### config.mk
export PLATFORM = sky130hd
export DESIGN_NAME = auto_scan_channel_control
export DESIGN_NICKNAME = d
export VERILOG_FILES = /design/src/verilog/scan_ctrl_pkg.sv /design/src/verilog/auto_scan_channel_control.sv
export VERILOG_INCLUDE_DIRS = /design/src /design/src/verilog
export SDC_FILE = /design/constraint.sdc
export NUM_CORES = 1
export LEC_CHECK = 0
export BUFFER_PORTS_ARGS = -buffer_cell sky130_fd_sc_hd__buf_4
export CAP_MARGIN = 20
export CORE_MARGIN = 2
export CORE_UTILIZATION = 35
export CTS_BUF_LIST = sky130_fd_sc_hd__clkbuf_4 sky130_fd_sc_hd__clkbuf_8
export DETAILED_ROUTE_END_ITERATION = 10
export GPL_ROUTABILITY_DRIVEN = 0
export PLACE_DENSITY = 0.72
export SLEW_MARGIN = 10
export SYNTH_ARGS = -nofsm -noshare
export SYNTH_HDL_FRONTEND = slang
export SYNTH_SLANG_ARGS = --single-unit
### constraint.sdc
create_clock -name ref_clk -period 3.5 [get_ports ref_clk]
set_input_delay 0 -clock ref_clk [delete_from_list [all_inputs] [get_ports ref_clk]]
set_output_delay 0 -clock ref_clk [all_outputs]
set_load 0.1 [all_outputs]
### src/verilog/scan_ctrl_regs.svh
// Purpose: register map and field constants of the channel scan control block
// Assumes: register index times four is the byte address
// Notes:   definitions only
`ifndef SCAN_CTRL_REGS_SVH
`define SCAN_CTRL_REGS_SVH

`define SCAN_IDX_INCLUDE    6'h01
`define SCAN_IDX_POWER_DOWN 6'h02
`define SCAN_IDX_CONTROL    6'h10
`define SCAN_IDX_STATUS     6'h11

`define SCAN_RST_INCLUDE    8'hff
`define SCAN_RST_POWER_DOWN 8'h00
`define SCAN_RST_CONTROL    8'h00

`define SCAN_CTL_MANUAL_BIT 0
`define SCAN_CTL_CHAN_LSB   4
`define SCAN_CTL_CHAN_MSB   6

`define SCAN_STS_CHAN_LSB   0
`define SCAN_STS_CHAN_MSB   2
`define SCAN_STS_INVALID    4
`define SCAN_STS_MANUAL     5

`define SCAN_DEFAULT_CHAN   3'h0
`define SCAN_RESP_OKAY      2'h0
`define SCAN_RESP_SLVERR    2'h2

`endif

### src/verilog/scan_ctrl_pkg.sv
// Purpose: types shared by the channel scan control block
// Assumes: eight channel slots at most
// Notes:   constants live in scan_ctrl_regs.svh
package scan_ctrl_pkg;

  typedef enum logic [1:0]
  {
    WR_IDLE = 2'b01,
    WR_RESP = 2'b10
  } wr_state_t;

  typedef enum logic [1:0]
  {
    RD_IDLE = 2'b01,
    RD_DATA = 2'b10
  } rd_state_t;

  typedef struct packed
  {
    logic [2:0] chan;
    logic       invalid;
    logic       go;
  } scan_pick_t;

endpackage

### src/verilog/auto_scan_channel_control.sv
// Purpose: channel include and power-down control for the automatic scan
// Assumes: AXI4-Lite register access, conv_start from logic on ref_clk
// Notes:   four-channel build by NUM_CHAN = 4
//
// What this block does
// - include bit n puts channel n in scan
// - include mask read/write, resets to all ones
// - power-down mask at index 02h, read/write
// - power-down bit set: front end off, skipped
// - power-down bit clear: powered, eligible if included
// - power-down mask resets to 00h
// - all channels off: result flagged invalid
// - manual pick of powered-down channel gives invalid
// - absent channel bits ignore writes
// - absent channel bits read as ones
// - auto scan ascends then wraps, next eligible channel each conversion
// - empty include mask converts channel 0
// - include mask at index 01h
`timescale 1ns/1ps
`include "scan_ctrl_regs.svh"

module auto_scan_channel_control
#(
  parameter int NUM_CHAN = 8
)
(
  input  wire logic        ref_clk,
  input  wire logic        rst,
  input  wire logic [31:0] s_axi_awaddr,
  input  wire logic        s_axi_awvalid,
  output logic             s_axi_awready,
  input  wire logic [31:0] s_axi_wdata,
  input  wire logic [3:0]  s_axi_wstrb,
  input  wire logic        s_axi_wvalid,
  output logic             s_axi_wready,
  output logic [1:0]       s_axi_bresp,
  output logic             s_axi_bvalid,
  input  wire logic        s_axi_bready,
  input  wire logic [31:0] s_axi_araddr,
  input  wire logic        s_axi_arvalid,
  output logic             s_axi_arready,
  output logic [31:0]      s_axi_rdata,
  output logic [1:0]       s_axi_rresp,
  output logic             s_axi_rvalid,
  input  wire logic        s_axi_rready,
  input  wire logic        conv_start,
  output logic [2:0]       conv_chan,
  output logic             conv_go,
  output logic             result_invalid,
  output logic [7:0]       front_end_off
);

  localparam logic [7:0] PRESENT = 8'((9'h1 << NUM_CHAN) - 9'h1);

  // register bank
  logic [7:0]                include_q, include_d;
  logic [7:0]                pd_q, pd_d;
  logic [7:0]                ctrl_q, ctrl_d;
  logic [7:0]                fe_off_q, fe_off_d;

  // write channel
  scan_ctrl_pkg::wr_state_t  wr_q, wr_d;
  logic                      aw_held_q, aw_held_d;
  logic                      w_held_q, w_held_d;
  logic [5:0]                aw_idx_q, aw_idx_d;
  logic [7:0]                wbyte_q, wbyte_d;
  logic                      wlane_q, wlane_d;
  logic                      awready_q, awready_d;
  logic                      wready_q, wready_d;
  logic                      bvalid_q, bvalid_d;
  logic [1:0]                bresp_q, bresp_d;

  // read channel
  scan_ctrl_pkg::rd_state_t  rd_q, rd_d;
  logic                      arready_q, arready_d;
  logic                      rvalid_q, rvalid_d;
  logic [31:0]               rdata_q, rdata_d;
  logic [1:0]                rresp_q, rresp_d;

  // scan engine
  scan_ctrl_pkg::scan_pick_t pick_q, pick_d;

  logic                      aw_take, w_take, have_aw, have_w, eff_lane, do_write;
  logic [5:0]                eff_idx;
  logic [7:0]                eff_byte;

  // write handshake: address and data in either order
  always_comb
  begin
    aw_take   = s_axi_awvalid & awready_q;
    w_take    = s_axi_wvalid & wready_q;
    have_aw   = aw_held_q | aw_take;
    have_w    = w_held_q | w_take;
    eff_idx   = aw_held_q ? aw_idx_q : s_axi_awaddr[7:2];
    eff_byte  = w_held_q ? wbyte_q : s_axi_wdata[7:0];
    eff_lane  = w_held_q ? wlane_q : s_axi_wstrb[0];
    do_write  = (wr_q == scan_ctrl_pkg::WR_IDLE) & have_aw & have_w;
    wr_d      = wr_q;
    aw_held_d = aw_held_q;
    w_held_d  = w_held_q;
    aw_idx_d  = aw_idx_q;
    wbyte_d   = wbyte_q;
    wlane_d   = wlane_q;
    bvalid_d  = bvalid_q;
    bresp_d   = bresp_q;
    case (wr_q)
      scan_ctrl_pkg::WR_IDLE:
      begin
        if (aw_take)
        begin
          aw_held_d = 1'b1;
          aw_idx_d  = s_axi_awaddr[7:2];
        end
        if (w_take)
        begin
          w_held_d = 1'b1;
          wbyte_d  = s_axi_wdata[7:0];
          wlane_d  = s_axi_wstrb[0];
        end
        if (do_write)
        begin
          aw_held_d = 1'b0;
          w_held_d  = 1'b0;
          bvalid_d  = 1'b1;
          wr_d      = scan_ctrl_pkg::WR_RESP;
          if (eff_idx == `SCAN_IDX_INCLUDE || eff_idx == `SCAN_IDX_POWER_DOWN ||
              eff_idx == `SCAN_IDX_CONTROL || eff_idx == `SCAN_IDX_STATUS)
            bresp_d = `SCAN_RESP_OKAY;
          else
            bresp_d = `SCAN_RESP_SLVERR;
        end
      end
      scan_ctrl_pkg::WR_RESP:
      begin
        if (s_axi_bready)
        begin
          bvalid_d = 1'b0;
          wr_d     = scan_ctrl_pkg::WR_IDLE;
        end
      end
      default:
      begin
        wr_d     = scan_ctrl_pkg::WR_IDLE;
        bvalid_d = 1'b0;
      end
    endcase
    awready_d = (wr_d == scan_ctrl_pkg::WR_IDLE) & ~aw_held_d;
    wready_d  = (wr_d == scan_ctrl_pkg::WR_IDLE) & ~w_held_d;
  end

  // register updates; absent channel bits keep their reset value
  always_comb
  begin
    include_d = include_q;
    pd_d      = pd_q;
    ctrl_d    = ctrl_q;
    if (do_write && eff_lane)
    begin
      if (eff_idx == `SCAN_IDX_INCLUDE)
        include_d = (eff_byte & PRESENT) | (include_q & ~PRESENT);
      if (eff_idx == `SCAN_IDX_POWER_DOWN)
        pd_d = (eff_byte & PRESENT) | (pd_q & ~PRESENT);
      if (eff_idx == `SCAN_IDX_CONTROL)
        ctrl_d = eff_byte;
    end
    fe_off_d = pd_q & PRESENT;
  end

  // read path
  always_comb
  begin
    rd_d      = rd_q;
    rvalid_d  = rvalid_q;
    rdata_d   = rdata_q;
    rresp_d   = rresp_q;
    case (rd_q)
      scan_ctrl_pkg::RD_IDLE:
      begin
        if (s_axi_arvalid && arready_q) // ready is low on the first edge after reset
        begin
          rd_d     = scan_ctrl_pkg::RD_DATA;
          rvalid_d = 1'b1;
          rresp_d  = `SCAN_RESP_OKAY;
          rdata_d  = 32'h0;
          case (s_axi_araddr[7:2])
            `SCAN_IDX_INCLUDE:    rdata_d[7:0] = include_q | ~PRESENT;
            `SCAN_IDX_POWER_DOWN: rdata_d[7:0] = pd_q | ~PRESENT;
            `SCAN_IDX_CONTROL:    rdata_d[7:0] = ctrl_q;
            `SCAN_IDX_STATUS:
            begin
              rdata_d[`SCAN_STS_CHAN_MSB:`SCAN_STS_CHAN_LSB] = pick_q.chan;
              rdata_d[`SCAN_STS_INVALID] = pick_q.invalid;
              rdata_d[`SCAN_STS_MANUAL]  = ctrl_q[`SCAN_CTL_MANUAL_BIT];
            end
            default:              rresp_d = `SCAN_RESP_SLVERR;
          endcase
        end
      end
      scan_ctrl_pkg::RD_DATA:
      begin
        if (s_axi_rready)
        begin
          rvalid_d = 1'b0;
          rd_d     = scan_ctrl_pkg::RD_IDLE;
        end
      end
      default:
      begin
        rd_d     = scan_ctrl_pkg::RD_IDLE;
        rvalid_d = 1'b0;
      end
    endcase
    arready_d = (rd_d == scan_ctrl_pkg::RD_IDLE);
  end

  // scan selection
  logic [7:0] eligible, incl_live;
  logic       all_off;
  logic [2:0] man_chan;

  always_comb
  begin
    logic [2:0] cand, found_chan;
    logic       found;
    cand       = 3'h0;
    found_chan = `SCAN_DEFAULT_CHAN;
    found      = 1'b0;
    incl_live  = include_q & PRESENT;
    eligible   = incl_live & ~pd_q;
    all_off    = ((pd_q & PRESENT) == PRESENT);
    man_chan   = ctrl_q[`SCAN_CTL_CHAN_MSB:`SCAN_CTL_CHAN_LSB];
    // search starts after the current channel, so it rises then wraps
    for (int k = 1; k <= 8; k++)
    begin
      cand = 3'(pick_q.chan + 3'(k));
      if (!found && eligible[cand])
      begin
        found_chan = cand;
        found      = 1'b1;
      end
    end
    pick_d    = pick_q;
    pick_d.go = 1'b0;
    if (conv_start)
    begin
      pick_d.go = 1'b1;
      if (ctrl_q[`SCAN_CTL_MANUAL_BIT])
      begin
        // the host must not pick a powered-down channel; flag it if it does
        pick_d.chan    = man_chan;
        pick_d.invalid = all_off | pd_q[man_chan] | ~PRESENT[man_chan];
      end
      else if (incl_live == 8'h00)
      begin
        pick_d.chan    = `SCAN_DEFAULT_CHAN;
        pick_d.invalid = all_off | pd_q[0];
      end
      else
      begin
        // included but all powered down: fall back to channel 0, invalid
        pick_d.chan    = found ? found_chan : `SCAN_DEFAULT_CHAN;
        pick_d.invalid = all_off | ~found;
      end
    end
  end

  always_ff @(posedge ref_clk or posedge rst)
  begin
    if (rst)
    begin
      include_q <= `SCAN_RST_INCLUDE;
      pd_q      <= `SCAN_RST_POWER_DOWN;
      ctrl_q    <= `SCAN_RST_CONTROL;
      fe_off_q  <= `SCAN_RST_POWER_DOWN;
      pick_q    <= '0;
      wr_q      <= scan_ctrl_pkg::WR_IDLE;
      aw_held_q <= 1'b0;
      w_held_q  <= 1'b0;
      aw_idx_q  <= 6'h0;
      wbyte_q   <= 8'h0;
      wlane_q   <= 1'b0;
      awready_q <= 1'b0;
      wready_q  <= 1'b0;
      bvalid_q  <= 1'b0;
      bresp_q   <= 2'h0;
      rd_q      <= scan_ctrl_pkg::RD_IDLE;
      arready_q <= 1'b0;
      rvalid_q  <= 1'b0;
      rdata_q   <= 32'h0;
      rresp_q   <= 2'h0;
    end
    else
    begin
      include_q <= include_d;
      pd_q      <= pd_d;
      ctrl_q    <= ctrl_d;
      fe_off_q  <= fe_off_d;
      pick_q    <= pick_d;
      wr_q      <= wr_d;
      aw_held_q <= aw_held_d;
      w_held_q  <= w_held_d;
      aw_idx_q  <= aw_idx_d;
      wbyte_q   <= wbyte_d;
      wlane_q   <= wlane_d;
      awready_q <= awready_d;
      wready_q  <= wready_d;
      bvalid_q  <= bvalid_d;
      bresp_q   <= bresp_d;
      rd_q      <= rd_d;
      arready_q <= arready_d;
      rvalid_q  <= rvalid_d;
      rdata_q   <= rdata_d;
      rresp_q   <= rresp_d;
    end
  end

  assign s_axi_awready  = awready_q;
  assign s_axi_wready   = wready_q;
  assign s_axi_bvalid   = bvalid_q;
  assign s_axi_bresp    = bresp_q;
  assign s_axi_arready  = arready_q;
  assign s_axi_rvalid   = rvalid_q;
  assign s_axi_rdata    = rdata_q;
  assign s_axi_rresp    = rresp_q;
  assign conv_chan      = pick_q.chan;
  assign conv_go        = pick_q.go;
  assign result_invalid = pick_q.invalid;
  assign front_end_off  = fe_off_q;

endmodule

# Word-level counts from Yosys, hierarchy flattened
# Memory sizes are Yosys's and may differ from the RTL's.
# Index checks and enable logic that the tools add are counted.
# totals
reg_bits	75
latch_bits	0
ramBits	0
mem_bits_ro	8
in_bits	108
out_inout_bits	54
wordCells	174
n_memories	1
# memory_table
memory	words	word_bits	read_ports	rd_clocked_by_memory_dff	wr	line_no	source
(no name shown)	8	1	1	0	0	auto_scan_channel_control.sv:251	pick_d.invalid = all_off | pd_q[man_chan] | ~PRESENT[man_chan];
# op_classes
addsub	7
multipliers	0
n_div	0
magnitude_cmp	9
n_eq_ne	20
shifts	0
mux	66
bitwise	18
n_reduce_logical	31
# ops
operator	n
less-than comparator 3 x 4 -> 1 bit (second input constant)	9
2-to-1 mux 1 bit	30
binary-select mux 1 bit (select 3 bit)	9
2-to-1 mux 3 bit	9
== test 6 x 5 -> 1 bit (second input constant)	4
AND reduction 2 bit	10
adder 3 bit (second input constant)	4
== test 6 x 1 -> 1 bit (second input constant)	2
== test 6 x 2 -> 1 bit (second input constant)	2
2-to-1 mux 2 bit	6
case mux 3 bit (4 select lines)	1
logical AND 1 bit	9
bitwise AND 8 bit	1
== test 2 x 1 -> 1 bit (second input constant)	4
== test 8 bit (second input constant)	1
logical NOT 8 bit	1
2-to-1 mux 4 bit	2
2-to-1 mux 8 bit	1
inequality test 2 bit (second input constant)	4
inverter 8 bit	1
case mux 2 bit (2 select lines)	2
case mux 2 bit (4 select lines)	1
logical NOT 1 bit	7
adder 3 x 2 -> 3 bit (second input constant)	2
other kinds (12)	29

# Logic depth before layout (Yosys ltp)
# Gate-level depths: netlist of the first run.
# depth
depth_word	30
mapped_depth	11
mapped_depth_nobuf	9

# Worst setup path before layout of the first run
# OpenSTA, ideal clock, no wires.
# synth_timing
path_kind	register to register
start	register pick_q, in the netlist conv_chan[1]
end	register pick_q, in the netlist conv_chan[1]
setup_ps	87
t_arrival_ps	3660
required_time_ps	3413
slack_ps	-247
stages_incl_launch_ff	10
n_path_buf	2
period_less_slack_ps	3747
cell_sequence	dfrtp_1 > inv_1 > ha_1 > clkbuf_1 > mux4_2 > or4b_1 > buf_2 > o41ai_4 > a211oi_1 > a211oi_2
# synth_between
elab_chain_len	28
elab_cells_between_ends	58
cone_classes	add/sub: 7; eq/ne: 1; mux: 35; reduce/logical: 15
# synth_lines
item	line_no	source
from (decl)	auto_scan_channel_control.sv:81	scan_ctrl_pkg::scan_pick_t pick_q, pick_d;
from (signal assigned)	auto_scan_channel_control.sv:298	pick_q <= pick_d;
adder 3 x 1 -> 3 bit	auto_scan_channel_control.sv:235	cand = 3'(pick_q.chan + 3'(k));
binary-select mux 1 bit (select 3 bit)	auto_scan_channel_control.sv:236	if (!found && eligible[cand])
2-to-1 mux 1 bit (not written as such)	auto_scan_channel_control.sv:236	
2-to-1 mux 1 bit	auto_scan_channel_control.sv:236	
logical NOT 1 bit	auto_scan_channel_control.sv:236	
logical AND 1 bit	auto_scan_channel_control.sv:236	
2-to-1 mux 1 bit	auto_scan_channel_control.sv:236	
logical NOT 1 bit	auto_scan_channel_control.sv:236	
[12 not listed]	n/a	
logical AND 1 bit	auto_scan_channel_control.sv:236	
2-to-1 mux 1 bit	auto_scan_channel_control.sv:236	
logical NOT 1 bit	auto_scan_channel_control.sv:236	
logical AND 1 bit	auto_scan_channel_control.sv:236	
2-to-1 mux 1 bit	auto_scan_channel_control.sv:236	
2-to-1 mux 3 bit (no source line)	n/a	
2-to-1 mux 4 bit	auto_scan_channel_control.sv:253	else if (incl_live == 8'h00)
2-to-1 mux 4 bit	auto_scan_channel_control.sv:247	if (ctrl_q[`SCAN_CTL_MANUAL_BIT])
# Parallel ways exist; a longest one is shown, timed or not. The select of a mux whose other input is x is not followed.
# A chain may end at the register's enable or synchronous reset.

# Final worst setup path of the first run
# layout_timing
start	register pick_q, in the netlist conv_chan[0]
end	register pick_q, in the netlist conv_chan[1]
# Same word-level chain as after synthesis.

==> flow_summary.ini, run 1 <==
[status]
status = finished, final reports clean

[synthesis]
synth_cells = 403
syn_area_per_cell_sq_um = 11.2
synth-compound-area-share_pct = 13.4
netlist_area_sq_um = 4500
yosys_warnings = 0
yosys.area.top_type = dfrtp_1
synthSimpleGateAreaFrac_pct = 13.2
synthXorXnorAreaFrac_pct = 1.14
synth_top_cell_area_share_pct = 35.1
synth_fa_ha_area_share_pct = 1.67
async_reset_ff_share_pct = 100
synthDistinctLibCells = 58
synth_area_leaders = dfrtp_1, mux2_2, mux4_2
ys_seq_area_share_pct = 40.9
synth_edf_count = 0
synth-seq-cells = 73
ys.flop_type = dfrtp_1
synth_top_family_by_area = multiplexers
synth_mux_area_share_pct = 22.7

[route]
viasPerCell = 5.34
top_layer = met4
wire_per_inst_um = 16.1
wl_met3_um = 679
antenna_left = 0
vias = 3560
drt_wl_total_mm = 10.7
first_pass_iters = 5
routedLengthMet1_mm = 4.59
dr_wl_met2_mm = 5.23
drt_iter0_drc = 196
drc = 0

[worst_setup_path]
worstPathArrival_ns = 3.60
cp-start-kind = flop
reg2reg_to = conv_chan[1]
end_kind = flop
worstRegToRegCells = 7
slowest_delay_ns = 0.72
r2r_start = conv_chan[0]
worstSetupPathType = reg -> reg
r2r_slack_ns = 0.17
path_max_fanout = 16
crit_chain = inv_4, mux2_4, mux4_2, or4b_1, o41ai_4, a221oi_2, a211oi_2
required_ns = 3.77
crit_slowest_cell = or4b_1

[min_path]
worstHoldPathCells = 4
min_to = rd_q[0]
min_path_type = in -> reg
hold_start = s_axi_arvalid

[layout]
area_growth_pct = 22.0
final_cell_mix = buf_4, dfrtp_1, mux2_2, nor2_1, conb_1
diodes = 0
final_common_cell = buf_4
fin_nets = 604
drive_above_1_share_pct = 36.2

[power_and_ir_drop]
p_leak_nw = 2.46
p_per_area_nw_per_um2 = 741
power_mw = 4.06
p_sw_share_pct = 47.4
ir_worst_vdd_uv = 335
intPower_mw = 2.14
pwr-share-seq_pct = 33.3
p_clk_share_pct = 15.3
power.switching_mw = 1.92
combPwrFrac_pct = 51.4

[clock_tree]
cts_root_buffer = clkbuf_8
cts_made_buffers = 9
cts.sinks = 73
insertion_delay_ns = 0.35
h-tree-depth = 3
cts_tree = done
cts.clk_slew.worst_paths_ns = 0.09
max-clock-path-buffers = 2

[floorplan]
start_util_pct = 35.8
io_pins = 162
num_rows = 41
die_width_um = 117
core_sq_um = 12600
die_y_um = 117
dieArea_sq_um = 13800

[sta]
tns_ns = 0
finClkSkew_ns = 0.00924
setup_viol = 0
fmaxAchievable_ghz = 0.300
slew_headroom_pct = 57.3
worst_slew_pin_slew_ns = 0.632
setup_slack_ns = 0.172
min_period_over_period_pct = 95.1
drv_slew = 0
hold_viol = 0
fin_crit_ns = 3.33
fin_hold_ws_ns = 0.0643
rsz0062_at_grt = no

[placement]
dp_hpwl_mm = 7.96
place_ws_ns = 0.178
io_buffers = 56

[global_routing]
track_usage_pct = 16.1
grt_pass1_wl_mm = 18.2
grt_max_degree = 52
grt_overflow = 0
grt_pass1_vias = 3662
grt_antenna_before_repair = 0

[flow_run]
max_cap_violations = 0
cells in the mapped netlist (6+ instances only):
library cell and count:
mux2_2 51, a31oi_1 7, nor2_1 26, nor4_1 6, dfstp_2 10, a21oi_1 19
dfrtp_1 63, a222oi_1 8, o21ai_0 6, mux4_2 12, ha_1 6, nor2b_1 9
inv_1 11, nand2_1 25, nand2b_1 8, mux2i_1 13, clkbuf_1 8, buf_4 26
power by group through the flow:
stage / Clock [mW] / Sequential [mW] / Combinational [mW]
final: 0.622 / 1.35 / 2.09
after CTS: 0.640 / 1.35 / 2.08
after detailed placement: 0 / 1.36 / 2.05
after global routing: 0.678 / 1.39 / 2.25
after global placement: 0 / 1.34 / 2.00
after floorplan: 0 / 1.70 / 1.30
per-stage QoR:
stage,area [sq um],std cells,util (%)
floorplan,4590,428,-
global placement,5060,629,40.3
detailed placement,5060,629,40.3
finish,5480,667,43.6
CTS,5460,666,43.4
global route,5480,667,43.6
worst max-delay path: cells and delay by family (launching register included):
family                 cells  cell delay (ns)
flip-flops                 1             0.60
multiplexers               2             0.91
AO/OA/AOI/OAI              3             0.87
AND/OR/NAND/NOR            1             0.72
buffers and inverters      1             0.13
final cells by class:
type	count	area [sq um]
Multi-Input combinational cell	303	2440
Sequential cell	73	1840
Tap cell	172	215
Timing Repair Buffer	91	748
Fill cell	1199	7090
Clock buffer	10	138
Inverter	12	47.5
Clock inverter	6	48.8
layer usage:
layer,up-vias,track usage (%)
met1,1750,21.1
met3,21,3.99
li1,1649,-
met4,0,4.97
met2,140,26.5
met5,-,0
worst max path at each step:
stage,startpoint,end,cells after the start
2_1_floorplan,conv_chan[1],conv_chan[1],9
4_1_cts,conv_chan[0],conv_chan[1],8
5_1_grt,conv_chan[0],conv_chan[0],8
3_5_place_dp,conv_chan[0],conv_chan[1],8
3_3_place_gp,conv_chan[0],conv_chan[1],8
6_report,conv_chan[0],conv_chan[1],7
sequential cells by signal, indices dropped and copies added (netlist names), 3 cells and up:
register       flops
conv_chan          3
ctrl_q             8
incl_live          8
fe_off_d           8
wbyte_q            8
aw_idx_q           6
front_end_off      8
s_axi_rdata        8
repair_timing:
item                       in CTS  in global routing
hold endpoints to repair       62                  0
setup buffers                   0                  0
hold buffers                   21                  0
setup endpoints to repair       0                  3
resized for setup               0                  1
kinds of logic (layout without fill, tap and decap cells):
group | count (synthesis) | count (layout)
XOR/XNOR | 5 | 5
flip-flops | 73 | 73
buffers and inverters | 52 | 119
other | 1 | 26
AO/OA/AOI/OAI | 79 | 79
adder cells (fa/ha/maj) | 6 | 6
AND/OR/NAND/NOR | 108 | 108
multiplexers | 79 | 79
Note: power is estimated with default switching activity, not from simulation.
==> run 2, diff against run 1 <==
--- a/config.mk
+++ b/config.mk
@@ -6,14 +6,14 @@
 export SDC_FILE = /design/constraint.sdc
 export NUM_CORES = 1
 export LEC_CHECK = 0
-export BUFFER_PORTS_ARGS = -buffer_cell sky130_fd_sc_hd__buf_4
 export CAP_MARGIN = 20
 export CORE_MARGIN = 2
 export CORE_UTILIZATION = 35
 export CTS_BUF_LIST = sky130_fd_sc_hd__clkbuf_4 sky130_fd_sc_hd__clkbuf_8
 export DETAILED_ROUTE_END_ITERATION = 10
+export DONT_BUFFER_PORTS = 1
 export GPL_ROUTABILITY_DRIVEN = 0
-export PLACE_DENSITY = 0.72
+export PLACE_DENSITY = 0.61
 export SLEW_MARGIN = 10
 export SYNTH_ARGS = -nofsm -noshare
 export SYNTH_HDL_FRONTEND = slang
==> flow_summary.ini, run 2 (synthesis gave the netlist of run 1 again) <==
[min_path]
worstHoldPathCells = 3
min_path_type = in -> reg

[worst_setup_path]
required_ns = 3.74
end_kind = flop
worstSetupPathType = reg -> reg
worstPathArrival_ns = 3.58
path_depth = 7
path_delay_family = compound AO/OA/AOI/OAI gates
path_max_fanout = 19
crit_chain = inv_4, mux2_4, mux4_2, or4b_1, o41ai_4, a211oi_1, a211oi_2
cp-start-kind = flop
slowest_delay_ns = 0.62
worstRegToRegCells = 7
crit_slowest_cell = or4b_1
path_buf_inv = 1

[clock_tree]
cts_root_buffer = clkbuf_8
max-clock-path-buffers = 2
cts.clk_slew.worst_paths_ns = 0.08
cts.sinks = 73
h-tree-depth = 3
insertion_delay_ns = 0.36
cts_tree = done
cts_made_buffers = 9

[route]
drt_wl_total_mm = 10.7
wire_per_inst_um = 17.2
antenna_left = 0
drc = 0
first_pass_iters = 5
drt_iter0_drc = 183
viasPerCell = 5.34
vias = 3312

[sta]
drv_slew = 0
worst_slew_pin_slew_ns = 0.945
tns_ns = 0
finClkSkew_ns = 0.0167
slew_headroom_pct = 37.0
setup_viol = 0
hold_viol = 0
setup_slack_ns = 0.165
rsz0062_at_grt = no
min_period_over_period_pct = 95.3
fmaxAchievable_ghz = 0.300
fin_crit_ns = 3.34

[layout]
diodes = 0
final_cell_mix = dfrtp_1, mux2_2, nor2_1, conb_1, nand2_1
drive_above_1_share_pct = 28.8
area_growth_pct = 14.4
final_common_cell = dfrtp_1
fin_nets = 557
finalNonFillerCells = 620

[power_and_ir_drop]
p_per_area_nw_per_um2 = 799
ir_worst_vdd_uv = 559
p_leak_nw = 2.24

[global_routing]
grt_pass1_wl_mm = 17.8
grt_overflow = 0
grt_antenna_before_repair = 0
grt_pass1_vias = 3456
grt_max_degree = 44
track_usage_pct = 16.1

[floorplan]
core_sq_um = 12600
num_rows = 41
die_y_um = 117
io_pins = 162
start_util_pct = 35.8
dieArea_sq_um = 13800
die_width_um = 117

[flow_run]
max_cap_violations = 0

[placement]
dp_hpwl_mm = 7.93
io_buffers = 0
dpl.cell_count = 581
place_ws_ns = 0.150

[status]
status = finished, final reports clean
[run 2: cell type report]
type / instances / area (sq um)
Fill cell: 1232 / 7420
Clock buffer: 14 / 174
Inverter: 12 / 47.5
Multi-Input combinational cell: 303 / 2440
Sequential cell: 73 / 1850
Tap cell: 172 / 215
Timing Repair Buffer: 44 / 388
Clock inverter: 2 / 38.8
[run 2: path summary, 6_finish.rpt]
| kind | start | endpoint | slack, ns |
|---|---|---|---|
| hold reg to reg | wbyte_q[5] | wbyte_q[5] | 0.50 |
| setup / recovery | conv_chan[0] | conv_chan[1] | 0.16 |
| setup reg to reg | conv_chan[0] | conv_chan[1] | 0.16 |
| max in group asynchronous | rst | incl_live[2] | 2.25 |
| hold / removal | s_axi_awvalid | aw_held_q | 0.03 |
| min in group asynchronous | rst | wr_q[1] | 0.28 |
[run 2: repair_timing]
| action | 4_1_cts | 5_1_grt |
|---|---|---|
| setup buffers | 0 | 0 |
| resized for setup | 0 | 1 |
| hold buffers | 23 | 0 |
| hold endpoints to repair | 91 | 0 |
| endpoints found under the setup margin | 0 | 1 |
[run 2: worst min-delay path, cell delays in order]
cell and delay, ns:
and2_1 0.15, a21oi_1 0.14, a21oi_1 0.06
[run 2: through the flow]
stage	total power [mW]	utilization, %	hold slack, ns	cell area, sq um
floorplan	3.00	-	0.0314	4590
global placement	3.31	37.4	0.0319	4700
detailed placement	3.37	37.4	0.0320	4700
CTS	4.13	40.9	0.0122	5140
global route	4.37	40.9	0.0781	5140
finish	4.11	40.9	0.0297	5140
[run 2: layer usage]
| metal | global-route usage (%) | wire (um) |
|---|---|---|
| met1 | 21.1 | 4770 |
| met2 | 25.5 | 5020 |
| met3 | 4.91 | 724 |
| met5 | 0 | 0 |
| met4 | 5.05 | 165 |
[run 2: where the power goes]
group,internal [mW],switching (mW)
sequential,1.09,0.513
clock,0.394,0.315
combinational,0.729,1.07
total,2.21,1.90
==> run 3, diff against run 2 <==
--- a/config.mk
+++ b/config.mk
@@ -13,7 +13,7 @@
 export DETAILED_ROUTE_END_ITERATION = 10
 export DONT_BUFFER_PORTS = 1
 export GPL_ROUTABILITY_DRIVEN = 0
-export PLACE_DENSITY = 0.61
+export PLACE_DENSITY = 0.63
 export SLEW_MARGIN = 10
 export SYNTH_ARGS = -nofsm -noshare
 export SYNTH_HDL_FRONTEND = slang
==> constraint.sdc (replaced) <==
create_clock -name ref_clk -period 2.78 [get_ports ref_clk]
set_input_delay 0 -clock ref_clk [delete_from_list [all_inputs] [get_ports ref_clk]]
set_output_delay 0 -clock ref_clk [all_outputs]
set_load 0.1 [all_outputs]
==> flow_summary.ini, run 3 (synthesis gave the netlist of run 1 again) <==
[status]
status = finished, violations left
violations = setup timing

[power_and_ir_drop]
p_per_area_nw_per_um2 = 994
ir_worst_vdd_uv = 471
p_leak_nw = 2.66
power_mw = 5.84

[floorplan]
io_pins = 162
num_rows = 41
die_width_um = 117
start_util_pct = 35.8
dieArea_sq_um = 13800
core_sq_um = 12600
die_y_um = 117

[layout]
fin_nets = 630
drive_above_1_share_pct = 42.4
multiInputGateArea_sq_um = 2560
final_cell_mix = buf_4, dfrtp_1, mux2_2, nor2_1, conb_1
finalNonFillerCells = 693
nFillCells = 1170
area_growth_pct = 30.8
final_common_cell = buf_4
diodes = 0
final_area_sq_um = 5880
seqCellArea_sq_um = 1840

[sta]
min_period_over_period_pct = 103
fmaxAchievable_ghz = 0.349
worst_slew_pin_slew_ns = 0.908
hold_viol = 0
rsz0062_at_grt = yes
setup_slack_ns = -0.0834
fin_crit_ns = 2.86
setup_viol = 3
drv_slew = 0
finClkSkew_ns = 0.0153
slew_headroom_pct = 39.5

[clock_tree]
cts_made_buffers = 9
h-tree-depth = 3
cts.clk_slew.worst_paths_ns = 0.08
max-clock-path-buffers = 2
cts.sinks = 73
cts_tree = done
insertion_delay_ns = 0.36
cts_root_buffer = clkbuf_8

[worst_setup_path]
crit_slowest_cell = or4b_4
path_common_cell = buf_12
worstPathArrival_ns = 3.14
slowest_delay_ns = 0.58
worstRegToRegCells = 8
end_kind = flop
worstSetupPathType = reg -> reg
cp-start-kind = flop
path_max_fanout = 5
crit_chain = buf_12, buf_12, mux2_4, mux4_2, or4b_4, nor3b_1, a2111oi_2, a211oi_2
required_ns = 3.06

[route]
viasPerCell = 5.24
antenna_left = 0
drc = 0
drt_iter0_drc = 223
first_pass_iters = 7
drt_wl_total_mm = 11.9
vias = 3629
wire_per_inst_um = 17.2

[min_path]
worstHoldPathCells = 3
min_path_type = in -> reg

[placement]
dp_hpwl_mm = 8.76
dpl_cell_area_sq_um = 5260
dpl.cell_count = 648
place_ws_ns = -0.147
io_buffers = 0

[global_routing]
grt_antenna_before_repair = 0
grt_pass1_vias = 3772
grt_pass1_wl_mm = 19.4
grt_overflow = 0
track_usage_pct = 17.8
grt_max_degree = 31

[flow_run]
max_cap_violations = 0
[run 3: changes by cell type in the layout (fill, tap and decap cells not counted), moves of 3 or more]
cell	change
buf_4	+68
nor4b_2	+3
nor4b_1	-3
buf_12	+3
[run 3: where the power goes]
part           total, mW  leakage [nW]  internal [mW]  switching, mW
Clock              0.976         0.120          0.574          0.402
Sequential          1.72         0.919           1.38          0.349
Combinational       3.14          1.62           1.34           1.80
Total               5.84          2.66           3.29           2.55
[run 3: path summary, 6_finish.rpt]
check / startpoint / endpoint / slack (ns)
setup / recovery: conv_chan[0] / conv_chan[0] / -0.08
hold / removal: s_axi_awvalid / aw_held_q / 0.02
setup reg to reg: conv_chan[0] / conv_chan[0] / -0.08
hold reg to reg: s_axi_rvalid / s_axi_rvalid / 0.50
max in group asynchronous: rst / incl_live[4] / 1.99
min in group asynchronous: rst / wbyte_q[3] / 0.05
[run 3: timing repair]
item                                   CTS  global route
gates cloned                             0             0
setup endpoints to repair                4             4
hold buffers                            24             0
gates resized for setup                  4            17
pin swaps                                3             3
endpoints found under the hold margin  118             0
buffers inserted                         5             0
[run 3: layout make-up]
class / instances / area share [%]
clock buffer: 13 / 2.83
tap: 172 / 3.66
multi-input combinational: 303 / 43.6
clock inverter: 3 / 1.11
sequential: 73 / 31.4
timing repair buffer: 117 / 16.6
inverter: 12 / 0.873
[run 3: metrics by stage]
step	TNS, ns	hold slack, ns	util [%]
final	-0.127	0.0206	46.8
after global routing	-0.491	0.0440	46.8
after CTS	-0.187	0.0155	46.1
after detailed placement	-0.424	-0.145	41.8
after global placement	-0.311	-0.151	41.8
after floorplan	-1.29	0.0314	-
[run 3: worst max-delay path: cells and delay by family, from the launching register on]
kind,cells,cell delay [ns]
AOI/OAI and AO/OA,2,0.33
and+or+nand+nor,2,0.97
buffers and inverters,2,0.27
DFF,1,0.44
muxes,2,0.76
[run 3: routing by layer]
layer  global-route usage (%)  part of all wire [%]
met1                     22.5                    43
met2                     29.3                    48
met3                     5.45                   7.3
met4                     5.57                   2.0
met5                        0                     0
